<file path="src/hw/synth_bias_regs.vh">
`ifndef SYNTH_BIAS_REGS_VH
`define SYNTH_BIAS_REGS_VH

// Register offsets on the configuration port
`define ADDR_W                 7
`define OFF_SYNTH_WORD_B_HIGH  7'h04
`define OFF_SYNTH_WORD_B_MID   7'h05
`define OFF_SYNTH_WORD_B_LOW   7'h06
`define OFF_TONE_SEP_HIGH      7'h07
`define OFF_TONE_SEP_LOW       7'h08
`define OFF_BIAS_CURRENT       7'h09
`define OFF_RECEIVE_PATH       7'h0a

// Reset values
`define RST_SYNTH_WORD_B_HIGH  8'h75
`define RST_SYNTH_WORD_B_MID   8'ha5
`define RST_SYNTH_WORD_B_LOW   8'h4e
`define RST_TONE_SEP_HIGH      8'h00
`define RST_TONE_SEP_LOW       8'h59
`define RST_BIAS_CURRENT       8'hca
`define RST_RECEIVE_PATH       8'h08

// Writable bit masks
`define MASK_FULL              8'hff
`define MASK_TONE_SEP_HIGH     8'h07
`define MASK_RECEIVE_PATH      8'h3f

// Field positions
`define OSC_CORE_BIAS_HI       7
`define OSC_CORE_BIAS_LO       4
`define MIXER_BUF_BIAS_HI      3
`define MIXER_BUF_BIAS_LO      2
`define AMP_BUF_BIAS_HI        1
`define AMP_BUF_BIAS_LO        0
`define FOLLOWER_BIAS_BIT      5
`define INPUT_AMP_BIAS_HI      4
`define INPUT_AMP_BIAS_LO      3
`define PATH_SEL_HI            2
`define PATH_SEL_LO            1
`define CRYSTAL_SKIP_BIT       0

// Intermediate path select codes
`define PATH_INTERNAL          2'h0
`define PATH_RSSI              2'h1
`define PATH_EXTERNAL          2'h2

`endif

</file>
<file path="src/hw/synth_bias_config_regs.v">
// Notes on behaviour
// - Word B split high, mid, low bytes
// - Word B defaults 75, a5, 4e hex
// - Separation top three bits, reset zero
// - Separation low byte, reset 59 hex
// - Oscillator core bias bits 7:4, default 1100
// - Mixer buffer bias bits 3:2, default 10
// - Amplifier buffer bias bits 1:0, default 10
// - Follower bias bit 5; bits 7:6 unused
// - Input amplifier bias bits 4:3, default 01
// - Path select bits 2:1; code 11 decodes like 00
// - Bit 0 powers down crystal oscillator
// - Config reset low loads all defaults
// - Main select bit picks word A or B
`timescale 1ns/1ps
`include "synth_bias_regs.vh"

module synth_bias_config_regs (
  input  wire                 clk,
  input  wire                 resetn,
  input  wire                 ce,
  input  wire                 config_resetn,
  input  wire                 synth_word_select,
  input  wire [23:0]          synth_word_a,
  input  wire                 wr_en,
  input  wire [`ADDR_W-1:0]   wr_addr,
  input  wire [7:0]           wr_data,
  input  wire                 rd_en,
  input  wire [`ADDR_W-1:0]   rd_addr,
  output reg  [7:0]           rd_data,
  output reg                  rd_valid,
  output wire [23:0]          synth_word_b,
  output reg  [23:0]          synth_word_active,
  output wire [10:0]          tone_separation,
  output wire [3:0]           osc_core_bias,
  output wire [1:0]           mixer_buffer_bias,
  output wire [1:0]           amp_buffer_bias,
  output wire                 follower_bias,
  output wire [1:0]           input_amp_bias,
  output wire [1:0]           intermediate_path_select,
  output reg                  rssi_out_en,
  output reg                  mixer_out_ext,
  output reg                  internal_if_pd,
  output wire                 crystal_osc_skip
);

  ////////////////////////////////////////////////////////////////////////////
  // Register storage

  wire [7:0] word_b_high_q;
  wire [7:0] word_b_mid_q;
  wire [7:0] word_b_low_q;
  wire [7:0] tone_sep_high_q;
  wire [7:0] tone_sep_low_q;
  wire [7:0] bias_current_q;
  wire [7:0] receive_path_q;

  // Writes are blocked while the defaults are being forced
  wire       load_default = ~config_resetn;
  wire       wr_ok        = wr_en & config_resetn;

  cfg_byte_reg #(
    .RST_VAL (`RST_SYNTH_WORD_B_HIGH),
    .WR_MASK (`MASK_FULL)
  ) u_word_b_high (
    .clk          (clk),
    .resetn       (resetn),
    .ce           (ce),
    .load_default (load_default),
    .wr_en        (wr_ok & (wr_addr == `OFF_SYNTH_WORD_B_HIGH)),
    .wr_data      (wr_data),
    .q            (word_b_high_q)
  );

  cfg_byte_reg #(
    .RST_VAL (`RST_SYNTH_WORD_B_MID),
    .WR_MASK (`MASK_FULL)
  ) u_word_b_mid (
    .clk          (clk),
    .resetn       (resetn),
    .ce           (ce),
    .load_default (load_default),
    .wr_en        (wr_ok & (wr_addr == `OFF_SYNTH_WORD_B_MID)),
    .wr_data      (wr_data),
    .q            (word_b_mid_q)
  );

  cfg_byte_reg #(
    .RST_VAL (`RST_SYNTH_WORD_B_LOW),
    .WR_MASK (`MASK_FULL)
  ) u_word_b_low (
    .clk          (clk),
    .resetn       (resetn),
    .ce           (ce),
    .load_default (load_default),
    .wr_en        (wr_ok & (wr_addr == `OFF_SYNTH_WORD_B_LOW)),
    .wr_data      (wr_data),
    .q            (word_b_low_q)
  );

  cfg_byte_reg #(
    .RST_VAL (`RST_TONE_SEP_HIGH),
    .WR_MASK (`MASK_TONE_SEP_HIGH)
  ) u_tone_sep_high (
    .clk          (clk),
    .resetn       (resetn),
    .ce           (ce),
    .load_default (load_default),
    .wr_en        (wr_ok & (wr_addr == `OFF_TONE_SEP_HIGH)),
    .wr_data      (wr_data),
    .q            (tone_sep_high_q)
  );

  cfg_byte_reg #(
    .RST_VAL (`RST_TONE_SEP_LOW),
    .WR_MASK (`MASK_FULL)
  ) u_tone_sep_low (
    .clk          (clk),
    .resetn       (resetn),
    .ce           (ce),
    .load_default (load_default),
    .wr_en        (wr_ok & (wr_addr == `OFF_TONE_SEP_LOW)),
    .wr_data      (wr_data),
    .q            (tone_sep_low_q)
  );

  cfg_byte_reg #(
    .RST_VAL (`RST_BIAS_CURRENT),
    .WR_MASK (`MASK_FULL)
  ) u_bias_current (
    .clk          (clk),
    .resetn       (resetn),
    .ce           (ce),
    .load_default (load_default),
    .wr_en        (wr_ok & (wr_addr == `OFF_BIAS_CURRENT)),
    .wr_data      (wr_data),
    .q            (bias_current_q)
  );

  cfg_byte_reg #(
    .RST_VAL (`RST_RECEIVE_PATH),
    .WR_MASK (`MASK_RECEIVE_PATH)
  ) u_receive_path (
    .clk          (clk),
    .resetn       (resetn),
    .ce           (ce),
    .load_default (load_default),
    .wr_en        (wr_ok & (wr_addr == `OFF_RECEIVE_PATH)),
    .wr_data      (wr_data),
    .q            (receive_path_q)
  );

  ////////////////////////////////////////////////////////////////////////////
  // Field outputs to the analog side

  assign synth_word_b      = {word_b_high_q, word_b_mid_q, word_b_low_q};
  assign tone_separation   = {tone_sep_high_q[2:0], tone_sep_low_q};
  assign osc_core_bias     = bias_current_q[`OSC_CORE_BIAS_HI:`OSC_CORE_BIAS_LO];
  assign mixer_buffer_bias = bias_current_q[`MIXER_BUF_BIAS_HI:`MIXER_BUF_BIAS_LO];
  assign amp_buffer_bias   = bias_current_q[`AMP_BUF_BIAS_HI:`AMP_BUF_BIAS_LO];
  assign follower_bias     = receive_path_q[`FOLLOWER_BIAS_BIT];
  assign input_amp_bias    = receive_path_q[`INPUT_AMP_BIAS_HI:`INPUT_AMP_BIAS_LO];
  assign intermediate_path_select = receive_path_q[`PATH_SEL_HI:`PATH_SEL_LO];
  assign crystal_osc_skip  = receive_path_q[`CRYSTAL_SKIP_BIT];

  // Code 11 is not allowed; it is decoded like 00 so the IF strip stays safe
  always @(posedge clk)
  begin
    if (!resetn)
    begin
      rssi_out_en    <= 1'b0;
      mixer_out_ext  <= 1'b0;
      internal_if_pd <= 1'b0;
    end
    else if (ce)
    begin
      rssi_out_en    <= (intermediate_path_select == `PATH_RSSI);
      mixer_out_ext  <= (intermediate_path_select == `PATH_EXTERNAL);
      internal_if_pd <= (intermediate_path_select == `PATH_EXTERNAL);
    end
  end

  // Registered so the synthesiser never sees a half-updated selection
  always @(posedge clk)
  begin
    if (!resetn)
      synth_word_active <= 24'h000000;
    else if (ce)
      synth_word_active <= synth_word_select ? synth_word_b : synth_word_a;
  end

  ////////////////////////////////////////////////////////////////////////////
  // Read-back

  reg [7:0] rd_mux;

  always @*
  begin
    case (rd_addr)
      `OFF_SYNTH_WORD_B_HIGH: rd_mux = word_b_high_q;
      `OFF_SYNTH_WORD_B_MID:  rd_mux = word_b_mid_q;
      `OFF_SYNTH_WORD_B_LOW:  rd_mux = word_b_low_q;
      `OFF_TONE_SEP_HIGH:     rd_mux = tone_sep_high_q;
      `OFF_TONE_SEP_LOW:      rd_mux = tone_sep_low_q;
      `OFF_BIAS_CURRENT:      rd_mux = bias_current_q;
      `OFF_RECEIVE_PATH:      rd_mux = receive_path_q;
      default:                rd_mux = 8'h00;
    endcase
  end

  always @(posedge clk)
  begin
    if (!resetn)
    begin
      rd_data  <= 8'h00;
      rd_valid <= 1'b0;
    end
    else if (ce)
    begin
      rd_valid <= rd_en;
      if (rd_en)
        rd_data <= rd_mux;
    end
  end

endmodule // synth_bias_config_regs

</file>
<file path="src/hw/cfg_byte_reg.v">
`timescale 1ns/1ps
module cfg_byte_reg #(
  parameter [7:0] RST_VAL = 8'h00,
  parameter [7:0] WR_MASK = 8'hff
) (
  input  wire       clk,
  input  wire       resetn,
  input  wire       ce,
  input  wire       load_default,
  input  wire       wr_en,
  input  wire [7:0] wr_data,
  output wire [7:0] q
);

  reg [7:0] val_r;
  reg [7:0] val_nxt;

  always @*
  begin
    val_nxt = val_r;
    if (load_default)
      val_nxt = RST_VAL;
    else if (wr_en)
      val_nxt = wr_data & WR_MASK;
  end

  always @(posedge clk)
  begin
    if (!resetn)
      val_r <= RST_VAL;
    else if (ce)
      val_r <= val_nxt;
  end

  // Unused bits never store, so they read as zero
  assign q = val_r & WR_MASK;

endmodule // cfg_byte_reg

</file>
<file path="config.mk">
export PLATFORM = sky130hd
export DESIGN_NAME = synth_bias_config_regs
export DESIGN_NICKNAME = d
export VERILOG_FILES = /design/src/hw/synth_bias_config_regs.v /design/src/hw/cfg_byte_reg.v
export VERILOG_INCLUDE_DIRS = /design/src /design/src/hw
export SDC_FILE = /design/constraint.sdc
export NUM_CORES = 1
export LEC_CHECK = 0
export BUFFER_PORTS_ARGS = -buffer_cell sky130_fd_sc_hd__clkbuf_2
export CAP_MARGIN = 10
export CELL_PAD_IN_SITES_DETAIL_PLACEMENT = 1
export CELL_PAD_IN_SITES_GLOBAL_PLACEMENT = 2
export CORE_AREA = 4 4 140 108
export CTS_CLUSTER_DIAMETER = 30
export DETAILED_ROUTE_END_ITERATION = 10
export DIE_AREA = 0 0 144 112
export PLACE_DENSITY_LB_ADDON = 0.1
export SETUP_SLACK_MARGIN = 0.5
export SYNTH_ARGS = -nofsm -noshare
export SYNTH_HDL_FRONTEND = slang
export SYNTH_SLANG_ARGS = --single-unit
</file>
<file path="constraint.sdc">
create_clock -name clk -period 2.8 [get_ports clk]
set_input_delay 0.14 -clock clk [delete_from_list [all_inputs] [get_ports clk]]
set_output_delay 0.14 -clock clk [all_outputs]
set_load 0.01 [all_outputs]
</file>
==> results_dict.tcl <==
set metrics [dict create \
    clock-root-buffer "clkbuf_16" \
    syn_inst 478 \
    first_iter_violations 355 \
    cp.required_ns 3.06 \
    synth-main-ff-cell "dfxtp_1" \
    slew_headroom 0.162 \
    gp_congestion 0.845 \
    dp_slack_ns 0.635 \
    post_cts_buffers 0 \
    finalClockSkew_ns 0.0129 \
    ys_seq_elements 84 \
    fin_ws_ns 0.867 \
    cap_violations 0 \
    slowest_delay_ns 1.05 \
    wirelength_um 18500 \
    crit_type "input port to flop" \
    hold_class "input port to flop" \
    synth_xor_area_frac 0 \
    ioPinCount 138 \
    cts.path.max_buffers 2 \
    drc 0 \
    ys.warnings.count 0 \
    synth_top_family_by_area "compound AO/OA/AOI/OAI gates" \
    drive_above_1_share 0.280 \
    portBuffers 137 \
    crit_path_start_kind "input port" \
    crit_path_top_delay_cell "nor4b_1" \
    finalCriticalPeriod_ns 1.93 \
    finalCritPeriodShare 0.690 \
    rows 37 \
    critPathMaxFanout 16 \
    ys_seq_area_frac 0.390 \
    p_leak_nw 2.27 \
    fin_nets 645 \
    insertion_delay_ns 0.34 \
    instances_no_fill 772 \
    tightestPinTransition_ns 1.24 \
    ctsHoldBuffers 0 \
    die_w_um 144 \
    placed_cells 756 \
    start_util 0.316 \
    cp.arrival_ns 2.19 \
    fp.dieArea_sq_um 16100 \
    critPathCaptureType "flop" \
    synthDistinctLibCells 58 \
    path_cells "clkbuf_2, nand2_2, nor4b_1, a32oi_1, a21boi_0" \
    final_hold_viol_count 0 \
    vias_per_cell 5.82 \
    utilization 0.393 \
    grt_max_degree 61 \
    firstDrtPassIters 5 \
    synth_enable_flop_cells 0 \
    status "finished clean" \
    grt_pass1_vias 4453 \
    synth.avg_cell_area_sq_um 9.02 \
    cts-resized-gates 0 \
    rsz0062_at_grt "no" \
    cts.sinks 84 \
    setup_viol 0 \
    die_y_um 112 \
    clk_pin_slew_ns 0.06 \
    gr-total-overflow 0 \
    diodes 0 \
    post-dp-hpwl_um 13700 \
    syn-cell-area_sq_um 4310 \
    synthArstFlopShare 0 \
    wire_per_inst_um 24.0 \
    power_density_nw_per_um2 497 \
    synthSimpleGateAreaFrac 0.220 \
    synthAdderAreaFrac 0 \
    synth_compound_area_frac 0.284 \
    grt_pass1_wl_um 27900 \
    cts_tree "done" \
    coreArea_sq_um 13700 \
    antenna_found_initial 0 \
    finalPower_w 0.00267 \
    maxClockFrequency_mhz 517 \
    ir_worst_vdd_mv 0.267 \
    muxShareOfSynthArea 0.0673 \
    slew_viol_final 0 \
    track_usage 0.227 \
    ant_nets 0 \
    synth_nets 531 \
    tns_ns 0 \
    vias 4492 \
    h-tree-depth 3 \
    cts_buffers 9 \
    syn2layout_area_growth_pct 24.5 \
]
==> metrics by stage <==
step	cell area [sq um]	hold WS [ns]
global route	5370	0.128
detailed placement	5100	0.459
floorplan	4310	0.293
global placement	5100	0.444
finish	5370	0.126
CTS	5370	0.114
==> cell usage after synthesis, types with 5 or more instances <==
cell type | number | area [sq um]
nor2_1 | 6 | 22.5
mux2i_1 | 29 | 290
a22oi_1 | 6 | 45.0
a31oi_1 | 7 | 43.8
o21ai_0 | 41 | 205
o32ai_1 | 13 | 114
buf_1 | 5 | 18.8
o22ai_1 | 6 | 37.5
o21a_1 | 7 | 52.6
and3_1 | 6 | 37.5
nand3_1 | 23 | 115
o211a_1 | 24 | 240
nand2b_1 | 6 | 37.5
nand2_1 | 39 | 146
a21boi_0 | 21 | 158
nand4_1 | 7 | 43.8
dfxtp_1 | 84 | 1680
nand4b_1 | 7 | 61.3
clkbuf_1 | 30 | 113
nor3_1 | 22 | 110
nor2b_1 | 9 | 56.3
a32o_1 | 9 | 90.1
==> cells in the final DEF, fill, tap and decap left out, types with 13 or more instances in the layout <==
cell type  Yosys  final
mux2i_1       29     29
clkbuf_2       0    136
a21boi_0      21     21
o211a_1       24     24
nand3_1       23     23
nand2_1       39     39
nor3_1        22     22
o32ai_1       13     13
dfxtp_1       84     84
o21ai_0       41     41
==> cell families (layout without fill, tap and decap cells) <==
kind of cell / Yosys count / count (layout)
mux: 29 / 29
flops: 84 / 84
compound gates: 164 / 164
buf+inv: 42 / 161
simple gates: 159 / 159
==> power by group <==
| group | switching, W | leakage, nW | internal, W | total [W] |
|---|---|---|---|---|
| sequential | 0.0000147 | 0.684 | 0.00122 | 0.00124 |
| clock | 0.000489 | 0.122 | 0.000627 | 0.00112 |
| combinational | 0.000203 | 1.46 | 0.000117 | 0.000320 |
==> worst max-delay path, delay by kind of cell <==
family,cells,cell delay (ns)
and+or+nand+nor,2,1.29
AOI/OAI and AO/OA,2,0.46
buffers and inverters,1,0.29
==> flip-flops by register name, indices dropped and copies added (netlist names) <==
register,cells
u_word_b_low.q,8
u_receive_path.val_r,6
rd_valid,1
synth_word_active,24
u_word_b_high.q,8
u_tone_sep_low.q,8
rssi_out_en,1
internal_if_pd,1
u_tone_sep_high.val_r,3
rd_data,8
u_word_b_mid.q,8
u_bias_current.q,8
==> layout make-up <==
type / instances / area (sq um)
flip-flops and latches: 84 / 1680
well taps: 175 / 219
fillers: 1617 / 8290
inverters: 4 / 15.0
multi-input cells: 352 / 2470
clock inverters: 3 / 22.5
repair buffers: 141 / 716
clock buffers: 13 / 250
==> worst paths after layout <==
kind | start | to | slack, ns | depth (start not counted)
setup / recovery | config_resetn | u_word_b_mid.q[6] | 0.87 | 5
hold / removal | rd_en | rd_valid | 0.13 | 3
setup reg to reg | u_word_b_high.q[0] | rd_data[0] | 1.31 | 4
hold reg to reg | rd_data[3] | rd_data[3] | 0.47 | 2
==> metal layers <==
metal | vias to the layer above | part of all wire | GRT usage
met3 | 21 | 0.084 | 0.0541
met5 | - | 0 | 0
met4 | 0 | 0.0095 | 0.0351
li1 | 2077 | - | -
met1 | 2217 | 0.47 | 0.336
met2 | 177 | 0.44 | 0.339
No activity file was read; power rests on OpenSTA's default activity.
